--- config.mk ---
export PLATFORM = sky130hd
export DESIGN_NAME = dsp_mode_exec
export DESIGN_NICKNAME = d
export VERILOG_FILES = /design/src/inc/dsp_pkg.sv /design/src/inc/dag_if.sv /design/src/addr_gen.sv /design/src/dsp_mode_exec.sv /design/src/pin_sync.sv
export SDC_FILE = /design/constraint.sdc
export NUM_CORES = 2
export LEC_CHECK = 0
export BUFFER_PORTS_ARGS = -buffer_cell sky130_fd_sc_hd__buf_4
export CORE_ASPECT_RATIO = 0.6
export CORE_MARGIN = 1.5
export CORE_UTILIZATION = 40
export DETAILED_ROUTE_END_ITERATION = 8
export GPL_ROUTABILITY_DRIVEN = 0
export PLACE_DENSITY = 0.57
export SLEW_MARGIN = 20
export SYNTH_ARGS = -nofsm -noshare
export SYNTH_HDL_FRONTEND = slang
export SYNTH_HIERARCHICAL = 1
export SYNTH_SLANG_ARGS = --single-unit
--- constraint.sdc ---
create_clock -name mclk_i -period 39.5 [get_ports mclk_i]
set_input_delay 3.95 -clock mclk_i [delete_from_list [all_inputs] [get_ports mclk_i]]
set_output_delay 3.95 -clock mclk_i [all_outputs]
set_load 0.1 [all_outputs]
--- src/inc/dsp_pkg.sv ---
package dsp_pkg;
	localparam int DW = 16;
	localparam int AW = 14;
	// mode status word bit positions
	localparam int MS_BANK  = 0;
	localparam int MS_REV   = 1;
	localparam int MS_OVH   = 2;
	localparam int MS_CLAMP = 3;
	localparam int MS_PLACE = 4;
	localparam int MS_TIMER = 5;
	localparam int MS_GRANT = 6;
	localparam logic [6:0] MS_RST = 7'h00;
	// arithmetic status word bit positions
	localparam int FL_ZERO  = 0;
	localparam int FL_NEG   = 1;
	localparam int FL_OVF   = 2;
	localparam int FL_CARRY = 3;
	localparam int FL_ABSS  = 4;
	localparam int FL_MOVF  = 6;
	localparam int FL_SHS   = 7;
	localparam logic [7:0] FL_RST = 8'h00;
	// opcode prefixes
	localparam logic [7:0] OP_MODE   = 8'h0c;
	localparam logic [7:0] OP_MODIFY = 8'h05;
	localparam logic [7:0] OP_SHPM   = 8'h11;
	localparam logic [2:0] OP_AMDM   = 3'h3;
	localparam logic [3:0] OP_AMPM   = 4'h5;
	localparam logic [6:0] OP_SHDM   = 7'h09;
	// instruction field positions
	localparam int AM_G = 20;
	localparam int AM_DIR = 19;
	localparam int AM_Z = 18;
	localparam int AM_FN = 13;
	localparam int SH_G = 16;
	localparam int SH_DIR = 15;
	localparam int SH_FN = 11;
	localparam int MD_G = 4;
	localparam int F_YOP = 11;
	localparam int F_XOP = 8;
	localparam int F_DREG = 4;
	localparam int F_ISEL = 2;
	localparam int F_MSEL = 0;
	// mode-control field positions and codes
	localparam int MF_TIMER = 12;
	localparam int MF_PLACE = 10;
	localparam int MF_CLAMP = 8;
	localparam int MF_OVH = 6;
	localparam int MF_REV = 4;
	localparam int MF_BANK = 2;
	localparam int MF_GRANT = 0;
	localparam logic [1:0] MF_ENA = 2'h3;
	localparam logic [1:0] MF_DIS = 2'h2;
	// compute function codes
	localparam logic [4:0] FN_ADD = 5'h13;
	localparam logic [4:0] FN_SUB = 5'h17;
	localparam logic [4:0] FN_ABSV = 5'h1f;
	localparam logic [4:0] FN_PASSY = 5'h10;
	localparam logic [4:0] FN_AND = 5'h1c;
	localparam logic [4:0] FN_MUL = 5'h01;
	localparam logic [4:0] FN_MAC = 5'h02;
	localparam logic [4:0] FN_MSUB = 5'h03;
	localparam logic [3:0] SH_NORM = 4'hc;
	localparam logic [3:0] SH_LSL = 4'h0;
	// data register indices, then load kinds, timer reload and saturation values
	localparam logic [3:0] D_XA0 = 4'h0;
	localparam logic [3:0] D_XM0 = 4'h2;
	localparam logic [3:0] D_YA0 = 4'h4;
	localparam logic [3:0] D_YM0 = 4'h6;
	localparam logic [3:0] D_SHIN = 4'h8;
	localparam logic [3:0] D_SHEXP = 4'h9;
	localparam logic [3:0] D_ALUR = 4'ha;
	localparam logic [3:0] D_MAC0 = 4'hb;
	localparam logic [3:0] D_MAC1 = 4'hc;
	localparam logic [3:0] D_MAC2 = 4'hd;
	localparam logic [3:0] D_SHLO = 4'he;
	localparam logic [3:0] D_SHHI = 4'hf;
	localparam logic [1:0] LD_IDX = 2'h0;
	localparam logic [1:0] LD_MOD = 2'h1;
	localparam logic [1:0] LD_LEN = 2'h2;
	localparam logic [15:0] TMR_RELOAD = 16'h00ff;
	localparam logic [15:0] SAT_POS = 16'h7fff;
	localparam logic [15:0] SAT_NEG = 16'h8000;
	typedef enum logic [1:0] {ST_IDLE = 2'b01, ST_MEM = 2'b10} state_e;
endpackage : dsp_pkg

--- src/inc/dag_if.sv ---
interface dag_if;
	logic        ld;
	logic [1:0]  ld_kind;
	logic [1:0]  ld_idx;
	logic [13:0] ld_data;
	logic        step;
	logic [1:0]  isel;
	logic [1:0]  msel;
	logic        rev;
	logic [13:0] addr;
	modport ctl (output ld, ld_kind, ld_idx, ld_data, step, isel, msel, rev, input addr);
	modport gen (input ld, ld_kind, ld_idx, ld_data, step, isel, msel, rev, output addr);
endinterface : dag_if

--- src/addr_gen.sv ---
module addr_gen #(
	parameter bit CAN_REV = 1'b0
) (
	input wire logic mclk_i,
	input wire logic rst_b_i,
	dag_if.gen       port_io
);
	logic [13:0] idx_r [4];
	logic [13:0] mod_r [4];
	logic [13:0] len_r [4];
	logic [13:0] base_r [4];
	logic [13:0] cur, stp, len, base, sum, end_a, wrapped, rev_addr;

	always_comb begin
		cur = idx_r[port_io.isel];
		stp = mod_r[port_io.msel];
		len = len_r[port_io.isel];
		base = base_r[port_io.isel];
		sum = cur + stp;
		end_a = base + len;
		wrapped = sum;
		if (len != 14'h0) begin
			if (!stp[13] && sum >= end_a) wrapped = sum - len;
			else if (stp[13] && sum < base) wrapped = sum + len;
		end
		for (int b = 0; b < 14; b++) rev_addr[b] = cur[13 - b];
	end

	assign port_io.addr = (CAN_REV && port_io.rev) ? rev_addr : cur;

	always_ff @(posedge mclk_i) begin
		if (!rst_b_i) begin
			for (int k = 0; k < 4; k++) begin
				idx_r[k] <= 14'h0;
				mod_r[k] <= 14'h0;
				len_r[k] <= 14'h0;
				base_r[k] <= 14'h0;
			end
		end else begin
			// index and modify from one generator
			if (port_io.step) idx_r[port_io.isel] <= wrapped;
			if (port_io.ld) begin
				case (port_io.ld_kind)
					dsp_pkg::LD_IDX: begin
						idx_r[port_io.ld_idx] <= port_io.ld_data;
						base_r[port_io.ld_idx] <= port_io.ld_data;
					end
					dsp_pkg::LD_MOD: mod_r[port_io.ld_idx] <= port_io.ld_data;
					dsp_pkg::LD_LEN: len_r[port_io.ld_idx] <= port_io.ld_data;
					default: ;
				endcase
			end
		end
	end
endmodule : addr_gen

--- src/dsp_mode_exec.sv ---
module dsp_mode_exec (
	input  wire logic        mclk_i,
	input  wire logic        rst_b_i,
	input  wire logic [23:0] instr_i,
	input  wire logic        instr_valid_i,
	output logic             instr_ready_o,
	input  wire logic        stat_wr_i,
	input  wire logic        stat_sel_i,
	input  wire logic [15:0] dbus_i,
	input  wire logic        dag_ld_i,
	input  wire logic        dag_ld_gen_i,
	input  wire logic [1:0]  dag_ld_kind_i,
	input  wire logic [1:0]  dag_ld_idx_i,
	input  wire logic [13:0] dag_ld_data_i,
	output logic             mem_rd_o,
	output logic             mem_pm_o,
	output logic [13:0]      mem_addr_o,
	input  wire logic [15:0] mem_rdata_i,
	input  wire logic        bus_req_i,
	output logic             bus_grant_o,
	output logic [7:0]       arith_status_o,
	output logic [6:0]       mode_status_o,
	output logic             timer_tick_o,
	output logic [15:0]      result_o
);
	dsp_pkg::state_e state_r;
	logic [15:0] rf_r [2][16];
	logic [23:0] ir_r;
	logic [7:0]  arith_status_word_r, arith_status_word_nxt;
	logic [6:0]  mode_status_control_r, mode_status_control_nxt;
	logic [15:0] tmr_r;
	logic        tick_r, grant_r, req_f, rd_r, pm_r, bank;
	logic [13:0] addr_r;
	logic        is_nop, is_mode, is_mod, is_amdm, is_ampm, is_shdm, is_shpm;
	logic        needs_mem, use_g1, take;
	logic        ex_am, alu_op, mac_op, sh_norm, sh_lsl;
	logic [4:0]  fn;
	logic [15:0] x, y, ares, expo;
	logic [16:0] s17, uadd, usub;
	logic        ovf_ev, cy, movf, hit;
	logic [4:0]  lz;
	logic signed [31:0] prod, placed;
	logic [39:0] macc, pext, acc;
	logic [31:0] sh32;

	dag_if g0 ();
	dag_if g1 ();

	pin_sync u_req_sync (
		.mclk_i  (mclk_i),
		.rst_b_i (rst_b_i),
		.pin_i   (bus_req_i),
		.level_o (req_f)
	);

	addr_gen #(.CAN_REV(1'b1)) u_gen0 (.mclk_i(mclk_i), .rst_b_i(rst_b_i), .port_io(g0.gen));
	addr_gen #(.CAN_REV(1'b0)) u_gen1 (.mclk_i(mclk_i), .rst_b_i(rst_b_i), .port_io(g1.gen));

	assign bank = mode_status_control_r[dsp_pkg::MS_BANK];

	assign is_nop = (instr_i == 24'h0);
	assign is_mode = (instr_i[23:16] == dsp_pkg::OP_MODE);
	assign is_mod = (instr_i[23:16] == dsp_pkg::OP_MODIFY);
	assign is_amdm = (instr_i[23:21] == dsp_pkg::OP_AMDM) && !instr_i[dsp_pkg::AM_DIR];
	assign is_ampm = (instr_i[23:20] == dsp_pkg::OP_AMPM) && !instr_i[dsp_pkg::AM_DIR];
	assign is_shdm = (instr_i[23:17] == dsp_pkg::OP_SHDM) && !instr_i[dsp_pkg::SH_DIR];
	assign is_shpm = (instr_i[23:16] == dsp_pkg::OP_SHPM) && !instr_i[dsp_pkg::SH_DIR];
	assign needs_mem = is_amdm | is_ampm | is_shdm | is_shpm;
	// generator choice; program memory uses upper four only
	assign use_g1 = is_ampm | is_shpm | (is_amdm & instr_i[dsp_pkg::AM_G])
		| (is_shdm & instr_i[dsp_pkg::SH_G]) | (is_mod & instr_i[dsp_pkg::MD_G]);

	// grant stalls all unless run mode; memory forms wait for release
	assign instr_ready_o = (state_r == dsp_pkg::ST_IDLE)
		&& (!grant_r || (mode_status_control_r[dsp_pkg::MS_GRANT] && !needs_mem));
	// unknown or all-zero words are taken and do nothing
	assign take = instr_valid_i & instr_ready_o;

	// modify steps the index with no memory cycle; post-modify on issue
	assign g0.step = take & (needs_mem | is_mod) & ~use_g1;
	assign g1.step = take & (needs_mem | is_mod) & use_g1;
	assign g0.isel = instr_i[dsp_pkg::F_ISEL +: 2];
	assign g1.isel = instr_i[dsp_pkg::F_ISEL +: 2];
	assign g0.msel = instr_i[dsp_pkg::F_MSEL +: 2];
	assign g1.msel = instr_i[dsp_pkg::F_MSEL +: 2];
	// only the first generator can mirror
	assign g0.rev = mode_status_control_r[dsp_pkg::MS_REV];
	assign g1.rev = 1'b0;
	assign g0.ld = dag_ld_i & ~dag_ld_gen_i;
	assign g1.ld = dag_ld_i & dag_ld_gen_i;
	assign g0.ld_kind = dag_ld_kind_i;
	assign g1.ld_kind = dag_ld_kind_i;
	assign g0.ld_idx = dag_ld_idx_i;
	assign g1.ld_idx = dag_ld_idx_i;
	assign g0.ld_data = dag_ld_data_i;
	assign g1.ld_data = dag_ld_data_i;

	always_ff @(posedge mclk_i) begin
		if (!rst_b_i) state_r <= dsp_pkg::ST_IDLE;
		else if (state_r == dsp_pkg::ST_MEM) state_r <= dsp_pkg::ST_IDLE;
		else if (take && needs_mem) state_r <= dsp_pkg::ST_MEM;
	end

	// address registered at issue, data returns in the execute cycle
	always_ff @(posedge mclk_i) begin
		if (!rst_b_i) begin
			ir_r <= 24'h0;
			rd_r <= 1'b0;
			pm_r <= 1'b0;
			addr_r <= 14'h0;
		end else begin
			rd_r <= take & needs_mem;
			if (take && needs_mem) begin
				ir_r <= instr_i;
				pm_r <= is_ampm | is_shpm;
				addr_r <= use_g1 ? g1.addr : g0.addr;
			end
		end
	end

	// grant only between instructions; a held memory cycle finishes first
	always_ff @(posedge mclk_i) begin
		if (!rst_b_i) grant_r <= 1'b0;
		else if (!req_f) grant_r <= 1'b0;
		else if (state_r == dsp_pkg::ST_IDLE && !(take && needs_mem)) grant_r <= 1'b1;
	end

	assign ex_am = (ir_r[23:21] == dsp_pkg::OP_AMDM) || (ir_r[23:20] == dsp_pkg::OP_AMPM);
	assign fn = ir_r[dsp_pkg::AM_FN +: 5];
	// unconditional compute; undecoded ALU codes pass x to the result, undecoded multiplier codes store the product
	assign alu_op = rd_r & ex_am & fn[4];
	assign mac_op = rd_r & ex_am & ~fn[4] & (fn != 5'h00);
	assign sh_norm = rd_r & ~ex_am & (ir_r[dsp_pkg::SH_FN +: 4] == dsp_pkg::SH_NORM);
	assign sh_lsl = rd_r & ~ex_am & (ir_r[dsp_pkg::SH_FN +: 4] == dsp_pkg::SH_LSL);

	function automatic logic [3:0] xsel(input logic [2:0] xop, input logic [3:0] b);
		logic [3:0] r;
		r = b;
		case (xop)
			3'h0: r = b;
			3'h1: r = b | 4'h1;
			3'h2: r = dsp_pkg::D_ALUR;
			3'h3: r = dsp_pkg::D_MAC0;
			3'h4: r = dsp_pkg::D_MAC1;
			3'h5: r = dsp_pkg::D_MAC2;
			3'h6: r = dsp_pkg::D_SHLO;
			default: r = dsp_pkg::D_SHHI;
		endcase
		return r;
	endfunction : xsel

	// operands come from the registers as they stood at cycle start
	always_comb begin
		x = rf_r[bank][xsel(ir_r[dsp_pkg::F_XOP +: 3], !ex_am ? dsp_pkg::D_SHIN
			: (fn[4] ? dsp_pkg::D_XA0 : dsp_pkg::D_XM0))];
		y = ir_r[dsp_pkg::F_YOP + 1] ? 16'h0
			: rf_r[bank][(fn[4] ? dsp_pkg::D_YA0 : dsp_pkg::D_YM0) | {3'h0, ir_r[dsp_pkg::F_YOP]}];
		uadd = {1'b0, x} + {1'b0, y};
		usub = {1'b0, x} + {1'b0, ~y} + 17'h1;
		cy = 1'b0;
		case (fn)
			dsp_pkg::FN_ADD: begin
				s17 = {x[15], x} + {y[15], y};
				cy = uadd[16];
			end
			dsp_pkg::FN_SUB: begin
				s17 = {x[15], x} - {y[15], y};
				cy = usub[16];
			end
			dsp_pkg::FN_ABSV: s17 = x[15] ? 17'h0 - {x[15], x} : {x[15], x};
			dsp_pkg::FN_PASSY: s17 = {y[15], y};
			dsp_pkg::FN_AND: s17 = {x[15] & y[15], x & y};
			default: s17 = {x[15], x};
		endcase
		ovf_ev = s17[16] ^ s17[15];
		if (ovf_ev && mode_status_control_r[dsp_pkg::MS_CLAMP]) ares = s17[16] ? dsp_pkg::SAT_NEG : dsp_pkg::SAT_POS;
		else ares = s17[15:0];
		prod = $signed(x) * $signed(y);
		// fractional placement shifts left once, integer placement does not
		placed = mode_status_control_r[dsp_pkg::MS_PLACE] ? prod : (prod <<< 1);
		pext = {{8{placed[31]}}, placed};
		macc = {rf_r[bank][dsp_pkg::D_MAC2][7:0], rf_r[bank][dsp_pkg::D_MAC1], rf_r[bank][dsp_pkg::D_MAC0]};
		if (fn == dsp_pkg::FN_MAC) acc = macc + pext;
		else if (fn == dsp_pkg::FN_MSUB) acc = macc - pext;
		else acc = pext;
		// upper guard bits must all match the sign of bit 31
		movf = !((&acc[39:31]) || !(|acc[39:31]));
		lz = 5'h0;
		hit = 1'b0;
		for (int i = 14; i >= 0; i--) begin
			if (x[i] != x[15]) hit = 1'b1;
			else if (!hit) lz = lz + 5'h1;
		end
		expo = 16'h0 - {11'h0, lz};
		sh32 = {16'h0, x} << rf_r[bank][dsp_pkg::D_SHEXP][3:0];
	end

	always_ff @(posedge mclk_i) begin
		if (!rst_b_i) begin
			for (int b = 0; b < 2; b++)
				for (int r = 0; r < 16; r++) rf_r[b][r] <= 16'h0;
		end else if (rd_r) begin
			if (alu_op && !ir_r[dsp_pkg::AM_Z]) rf_r[bank][dsp_pkg::D_ALUR] <= ares;
			if (mac_op && !ir_r[dsp_pkg::AM_Z]) begin
				rf_r[bank][dsp_pkg::D_MAC0] <= acc[15:0];
				rf_r[bank][dsp_pkg::D_MAC1] <= acc[31:16];
				rf_r[bank][dsp_pkg::D_MAC2] <= {{8{acc[39]}}, acc[39:32]};
			end
			if (sh_norm) rf_r[bank][dsp_pkg::D_SHEXP] <= expo;
			if (sh_lsl) begin
				rf_r[bank][dsp_pkg::D_SHLO] <= sh32[15:0];
				rf_r[bank][dsp_pkg::D_SHHI] <= sh32[31:16];
			end
			// memory word written whole, low bit aligned
			rf_r[bank][ir_r[dsp_pkg::F_DREG +: 4]] <= mem_rdata_i;
		end
	end

	always_comb begin
		arith_status_word_nxt = arith_status_word_r;
		if (stat_wr_i && !stat_sel_i) arith_status_word_nxt = dbus_i[7:0];
		if (alu_op) begin
			arith_status_word_nxt[dsp_pkg::FL_ZERO] = (ares == 16'h0);
			arith_status_word_nxt[dsp_pkg::FL_NEG] = ares[15];
			arith_status_word_nxt[dsp_pkg::FL_CARRY] = cy;
			// held flag; a bus write of zero loses to a new overflow
			arith_status_word_nxt[dsp_pkg::FL_OVF] = ovf_ev | (mode_status_control_r[dsp_pkg::MS_OVH] & arith_status_word_nxt[dsp_pkg::FL_OVF]);
			// only absolute value and a bus write of the arithmetic word touch this flag
			if (fn == dsp_pkg::FN_ABSV) arith_status_word_nxt[dsp_pkg::FL_ABSS] = x[15];
		end
		if (mac_op) arith_status_word_nxt[dsp_pkg::FL_MOVF] = movf;
		// only exponent detect and a bus write of the arithmetic word touch the shifter sign
		if (sh_norm) arith_status_word_nxt[dsp_pkg::FL_SHS] = x[15];
	end

	always_ff @(posedge mclk_i) begin
		if (!rst_b_i) arith_status_word_r <= dsp_pkg::FL_RST;
		else arith_status_word_r <= arith_status_word_nxt;
	end

	function automatic logic apply(input logic cur, input logic [1:0] f);
		return (f == dsp_pkg::MF_ENA) ? 1'b1 : ((f == dsp_pkg::MF_DIS) ? 1'b0 : cur);
	endfunction : apply

	always_comb begin
		mode_status_control_nxt = mode_status_control_r;
		if (stat_wr_i && stat_sel_i) mode_status_control_nxt = dbus_i[6:0];
		if (take && is_mode) begin
			// every field applied in the same cycle; bit layout
			mode_status_control_nxt[dsp_pkg::MS_BANK] = apply(mode_status_control_nxt[dsp_pkg::MS_BANK], instr_i[dsp_pkg::MF_BANK +: 2]);
			mode_status_control_nxt[dsp_pkg::MS_REV] = apply(mode_status_control_nxt[dsp_pkg::MS_REV], instr_i[dsp_pkg::MF_REV +: 2]);
			mode_status_control_nxt[dsp_pkg::MS_OVH] = apply(mode_status_control_nxt[dsp_pkg::MS_OVH], instr_i[dsp_pkg::MF_OVH +: 2]);
			mode_status_control_nxt[dsp_pkg::MS_CLAMP] = apply(mode_status_control_nxt[dsp_pkg::MS_CLAMP], instr_i[dsp_pkg::MF_CLAMP +: 2]);
			mode_status_control_nxt[dsp_pkg::MS_PLACE] = apply(mode_status_control_nxt[dsp_pkg::MS_PLACE], instr_i[dsp_pkg::MF_PLACE +: 2]);
			mode_status_control_nxt[dsp_pkg::MS_TIMER] = apply(mode_status_control_nxt[dsp_pkg::MS_TIMER], instr_i[dsp_pkg::MF_TIMER +: 2]);
			mode_status_control_nxt[dsp_pkg::MS_GRANT] = apply(mode_status_control_nxt[dsp_pkg::MS_GRANT], instr_i[dsp_pkg::MF_GRANT +: 2]);
		end
	end

	always_ff @(posedge mclk_i) begin
		if (!rst_b_i) mode_status_control_r <= dsp_pkg::MS_RST;
		else mode_status_control_r <= mode_status_control_nxt;
	end

	// down counter runs only while enabled
	always_ff @(posedge mclk_i) begin
		if (!rst_b_i) begin
			tmr_r <= dsp_pkg::TMR_RELOAD;
			tick_r <= 1'b0;
		end else begin
			tick_r <= mode_status_control_r[dsp_pkg::MS_TIMER] && (tmr_r == 16'h0);
			if (mode_status_control_r[dsp_pkg::MS_TIMER]) tmr_r <= (tmr_r == 16'h0) ? dsp_pkg::TMR_RELOAD : tmr_r - 16'h1;
		end
	end

	assign mem_rd_o = rd_r;
	assign mem_pm_o = pm_r;
	assign mem_addr_o = addr_r;
	assign bus_grant_o = grant_r;
	assign arith_status_o = arith_status_word_r;
	assign mode_status_o = mode_status_control_r;
	assign timer_tick_o = tick_r;
	assign result_o = rf_r[bank][dsp_pkg::D_ALUR];
endmodule : dsp_mode_exec

--- src/pin_sync.sv ---
module pin_sync (
	input  wire logic mclk_i,
	input  wire logic rst_b_i,
	input  wire logic pin_i,
	output logic      level_o
);
	logic [2:0] sh_r;
	logic       lvl_r;

	always_ff @(posedge mclk_i) begin
		if (!rst_b_i) sh_r <= 3'h0;
		else sh_r <= {sh_r[1:0], pin_i};
	end

	// a change counts once the second and third stages agree
	always_ff @(posedge mclk_i) begin
		if (!rst_b_i) lvl_r <= 1'b0;
		else if (sh_r[1] == sh_r[2]) lvl_r <= sh_r[2];
	end

	assign level_o = lvl_r;
endmodule : pin_sync

Word-level counts from Yosys, hierarchy flattened
Memory sizes are Yosys's and may differ from the RTL's. A register that Yosys moved wholly into a read port is not among the register bits.
Index checks and enable logic that the tools add are counted.
W data, S select, Z words.
{"block": "classes", "add_sub_neg": 32, "mul": 1, "magnitude_cmp": 8, "eq_ne": 56, "shift": 1, "n_mux": 287, "bitwise_logic": 152, "n_reduce_logical": 60}
{"op": "$mux W256", "n": 3}
{"op": "$reduce_or A256 Y1", "n": 1}
{"op": "$mux W14", "n": 18}
{"op": "$mux W1", "n": 202}
{"op": "$mux W5", "n": 29}
{"op": "$mux W16", "n": 9}
{"op": "$reduce_or A14 Y1", "n": 10}
{"op": "$bmux W16 S4", "n": 2}
{"op": "$or A1 B1 Y1", "n": 121}
{"op": "$pmux W17 S5", "n": 1}
{"op": "$add A14 B14 Y14", "n": 6}
{"op": "$mux W40", "n": 2}
{"op": "$add A5 B1 Y5 const B", "n": 14}
{"op": "$demux W16 S4", "n": 1}
{"op": "$add A16 B16 Y17", "n": 3}
{"op": "$add A40 B40 Y40", "n": 1}
{"op": "$sub A40 B40 Y40", "n": 1}
{"op": "$eq A2 B2 Y1 const B", "n": 16}
{"op": "$logic_not A16 Y1", "n": 2}
{"op": "$mul A16 B16 Y32", "n": 1}
{"op": "$mux W32", "n": 1}
{"op": "$shl A16 B4 Y32", "n": 1}
{"op": "$ge A14 B14 Y1", "n": 2}
{"op": "$lt A14 B14 Y1", "n": 2}
{"op": "50 further kinds", "n": 148}
{"block": "word_totals", "ff_bits": 79, "ram_bits": 960, "in_bits": 82, "output_inout_bits": 50, "mem_count": 9}
{"memory": "rf_r", "words": 2, "width": 256, "rd": 1, "rd_clocked_by_memory_dff": 1, "wr": 2, "line_no": "dsp_mode_exec.sv:27", "rtl": "logic [15:0] rf_r [2][16];"}
{"memory": "u_gen0.base_r", "words": 4, "width": 14, "rd": 1, "rd_clocked_by_memory_dff": 0, "wr": 4, "line_no": "addr_gen.sv:11", "rtl": "logic [13:0] base_r [4];"}
{"memory": "u_gen0.idx_r", "words": 4, "width": 14, "rd": 1, "rd_clocked_by_memory_dff": 0, "wr": 4, "line_no": "addr_gen.sv:8", "rtl": "logic [13:0] idx_r [4];"}
{"memory": "u_gen0.len_r", "words": 4, "width": 14, "rd": 1, "rd_clocked_by_memory_dff": 0, "wr": 4, "line_no": "addr_gen.sv:10", "rtl": "logic [13:0] len_r [4];"}
{"memory": "u_gen0.mod_r", "words": 4, "width": 14, "rd": 1, "rd_clocked_by_memory_dff": 0, "wr": 4, "line_no": "addr_gen.sv:9", "rtl": "logic [13:0] mod_r [4];"}
{"memory": "u_gen1.base_r", "words": 4, "width": 14, "rd": 1, "rd_clocked_by_memory_dff": 0, "wr": 4, "line_no": "addr_gen.sv:11"}
{"memory": "3 more memories"}

Logic depth before layout (Yosys ltp)
{"block": "logic_depth", "depth_word": 55, "ltp_mapped": 65, "depth_no_buf": 53}

By module
The synthesis kept the hierarchy.
{"mod": "dsp_mode_exec", "instances": 1, "cells_each": 4692, "area_per_inst_um2": 46201.8}
{"mod": "addr_gen (u_gen0)", "instances": 1, "cells_each": 1103, "area_per_inst_um2": 13196.4}
{"mod": "addr_gen (u_gen1)", "instances": 1, "cells_each": 1060, "area_per_inst_um2": 13152.6}
{"mod": "pin_sync", "instances": 1, "cells_each": 10, "area_per_inst_um2": 116.4}

Worst setup path after synthesis
OpenSTA, ideal clock, no wires.
{"block": "synth_path", "path_type": "register -> register", "start": "register (tool-made name)", "end": "memory rf_r[0][40] in the netlist's numbering (data pin)", "t_arrival_ns": 12.485, "required_time_ns": 39.231, "setup_slack_ns": 26.745, "path_stages_with_launch": 62, "n_path_buf": 13, "period_less_slack_ns": 12.755, "path_cell_list": "dfxtp_1 > buf_6 > buf_8 > buf_6 > buf_8 > buf_6 > buf_6 > buf_6 > buf_8 > buf_6 > buf_2 > mux2_2 > mux4_2 > nand2_1 > nand2_1 > a21oi_1 > clkbuf_1 > clkinv_1 > (+26 left out) > clkbuf_1 > inv_1 > o21ai_0 > a21oi_1 > o21ai_0 > a21oi_1 > nor3_1 > nor2_1 > a211o_1 > a211oi_1 > o21ba_2 > o31ai_1 > mux2i_1 > o32ai_1 > xnor2_1 > o21ai_1 > clkbuf_1 > nor3_1"}
{"item": "to (decl)", "line_no": "dsp_mode_exec.sv:27"}

==> flow_summary.toml <==
[drt]
drt-met1-wl_um = 118000
vias_per_cell = 6.09
routed_wl_um = 268000
dr.pass1.iters = 8
final_antenna_net_count = 0
wl_met3_um = 43700
highest_layer = "met5"
vias = 56700
drt_iter0_drc = 8214
met2_length_um = 98800
drc = 0
wire_per_inst_um = 28.7

[final_layout]
fin_area_um2 = 79400
finish.net_count = 7568
utilization = 0.443
register_area_um2 = 30300
fin_cells = 9309
syn2layout_area_growth_pct = 9.29
multi_input_area_um2 = 38500
layout-drive-gt1-share = 0.124
fill_cells = 16900

[clock_network]
post-cts-setup-buffer-count = 0
post_cts_resized = 0
clockBufferDepth = 3
cts_hold_buffers = 0
cts_tree = "yes"
numCtsBuffers = 102
cts-htree-levels = 3
cts.sinks = 1035
insertion_delay_ns = 0.78
cts.clk_slew.worst_paths_ns = 0.07
cts-root-buf = "clkbuf_16"

[min_path]
worstHoldPathType = "reg -> reg"

[timing]
period_minus_slack_ns = 15.31
whs_ns = 0.436
fmaxAchievable_mhz = 65.3
fin_tns_setup_ns = 0
period_share = 0.388
setup_viol = 0
hold_violations = 0
timing.final.ws_setup_ns = 24.19
tightest_slew_ns = 1.21
rsz0062_at_grt = "false"
slew-limit-headroom = 0.168
slew_violations = 0
finalClockSkew_ns = 0.124

[setup_path]
cp.arrival_ns = 15.95
cp_max_fo = 44
slowest_delay_ns = 0.86
critPathKind = "reg -> reg"
required_ns = 40.14
end_kind = "flip-flop"
critPathSlowestCell = "nor2_1"
critPathLaunchType = "flip-flop"

[pwr]
peakVddDrop_mv = 0.307
power_mw = 7.18
p_per_area_nw_per_um2 = 90.4
p_leak_nw = 31.7

[global_routing]
grt_pass1_vias = 53300
grt_max_degree = 87
grt_pass1_wl_um = 381000
gr-total-overflow = 0
grt_usage = 0.284
antenna_found_initial = 18

[yosys]
synth_area_um2 = 72700
syn_inst = 6864
yosysWarnings = 6
syn_avg_cell_area_um2 = 10.6
postSynthNetCount = 7599

[place]
place_worst_setup_slack_ns = 24.54
dp_hpwl_um = 196000
dpl_cell_area_um2 = 76100
portBuffers = 123
place_inst = 9108

[floorplanning]
dieArea_um2 = 184000
die_x_um = 553
core_um2 = 179000
initial_utilization = 0.405
die_h_um = 333
ioPinCount = 132
rows = 120

[job]
maxCapViolCount = 0

[status]
run_status = "completed"
## registers in the layout (all words and copies together), names as in the netlist, 2 cells and up, named ones only
| name | flops |
|---|---|
| mode_status_o | 7 |
| u_gen0/mod_r | 56 |
| arith_status_o | 8 |
| u_gen0/base_r | 56 |
| u_req_sync/sh_r | 3 |
| tmr_r | 16 |
| rf_r | 512 |
| state_r | 2 |
| u_gen1/idx_r | 56 |
| mem_addr_o | 14 |
| ir_r | 19 |
| u_gen1/base_r | 56 |
| u_gen0/len_r | 56 |
| u_gen1/mod_r | 56 |
| u_gen0/idx_r | 56 |
| u_gen1/len_r | 56 |
## per-layer routing
metal / global-route usage / up-vias
met5: 0.00232 / -
met3: 0.136 / 412
met1: 0.427 / 28400
met2: 0.354 / 3297
met4: 0.0719 / 8
li1: - / 24600
## final cells by class
cell class | instances | area share
Sequential cell | 1035 | 0.382
Clock buffer | 135 | 0.0349
Antenna cell | 12 | 0.000378
Tap cell | 2379 | 0.0375
Timing Repair Buffer | 257 | 0.0245
Inverter | 617 | 0.0292
Multi-Input combinational cell | 4820 | 0.485
Clock inverter | 54 | 0.00640
## final timing paths
path	cells after the start	from	slack [ns]	end
worst max register to register	43	flip-flop	24.19	rf_r[0][37]$_SDFFCE_PN0P_
worst max-delay path	43	flip-flop	24.19	rf_r[0][37]$_SDFFCE_PN0P_
worst min register to register	1	u_req_sync/sh_r[0]$_SDFF_PN0_	0.44	u_req_sync/sh_r[1]$_SDFF_PN0_
worst min-delay path	1	u_req_sync/sh_r[0]$_SDFF_PN0_	0.44	u_req_sync/sh_r[1]$_SDFF_PN0_
## critical path, delay by kind of cell (launching register included)
kind	cells	cell delay, ns
adder cells (fa/ha/maj)	8	4.09
AO/OA/AOI/OAI	13	3.99
AND/OR/NAND/NOR	12	3.41
buffers and inverters	9	2.23
flip-flops	1	0.82
multiplexers	1	0.55
## cells in the final DEF, fill, tap and decap left out, drive strengths merged, types with 16 or more instances in the layout
master	instances
a211o	25
a211oi	112
a21boi	21
a21o	78
a21oi	377
a221oi	21
a22oi	33
a31oi	33
and2	278
and3	133
buf	257
clkbuf	135
clkinv	48
dfxtp	75
edfxtp	960
fa	273
ha	380
inv	617
mux2	94
mux2i	83
mux4	209
nand2	568
nand2b	59
nand3	98
nand4	23
nor2	709
nor2b	71
nor3	113
nor3b	16
nor4	17
o211ai	32
o21a	40
o21ai	281
o21bai	101
o22ai	62
o31ai	42
or2	25
or3	27
xnor2	131
xor2	52
## power by group
| part | internal (mW) | total [mW] | switching, mW |
|---|---|---|---|
| Combinational | 1.68 | 4.93 | 3.25 |
| Clock | 0.520 | 0.986 | 0.466 |
| Sequential | 1.24 | 1.26 | 0.0168 |
Power figures use the tool's default switching activity.
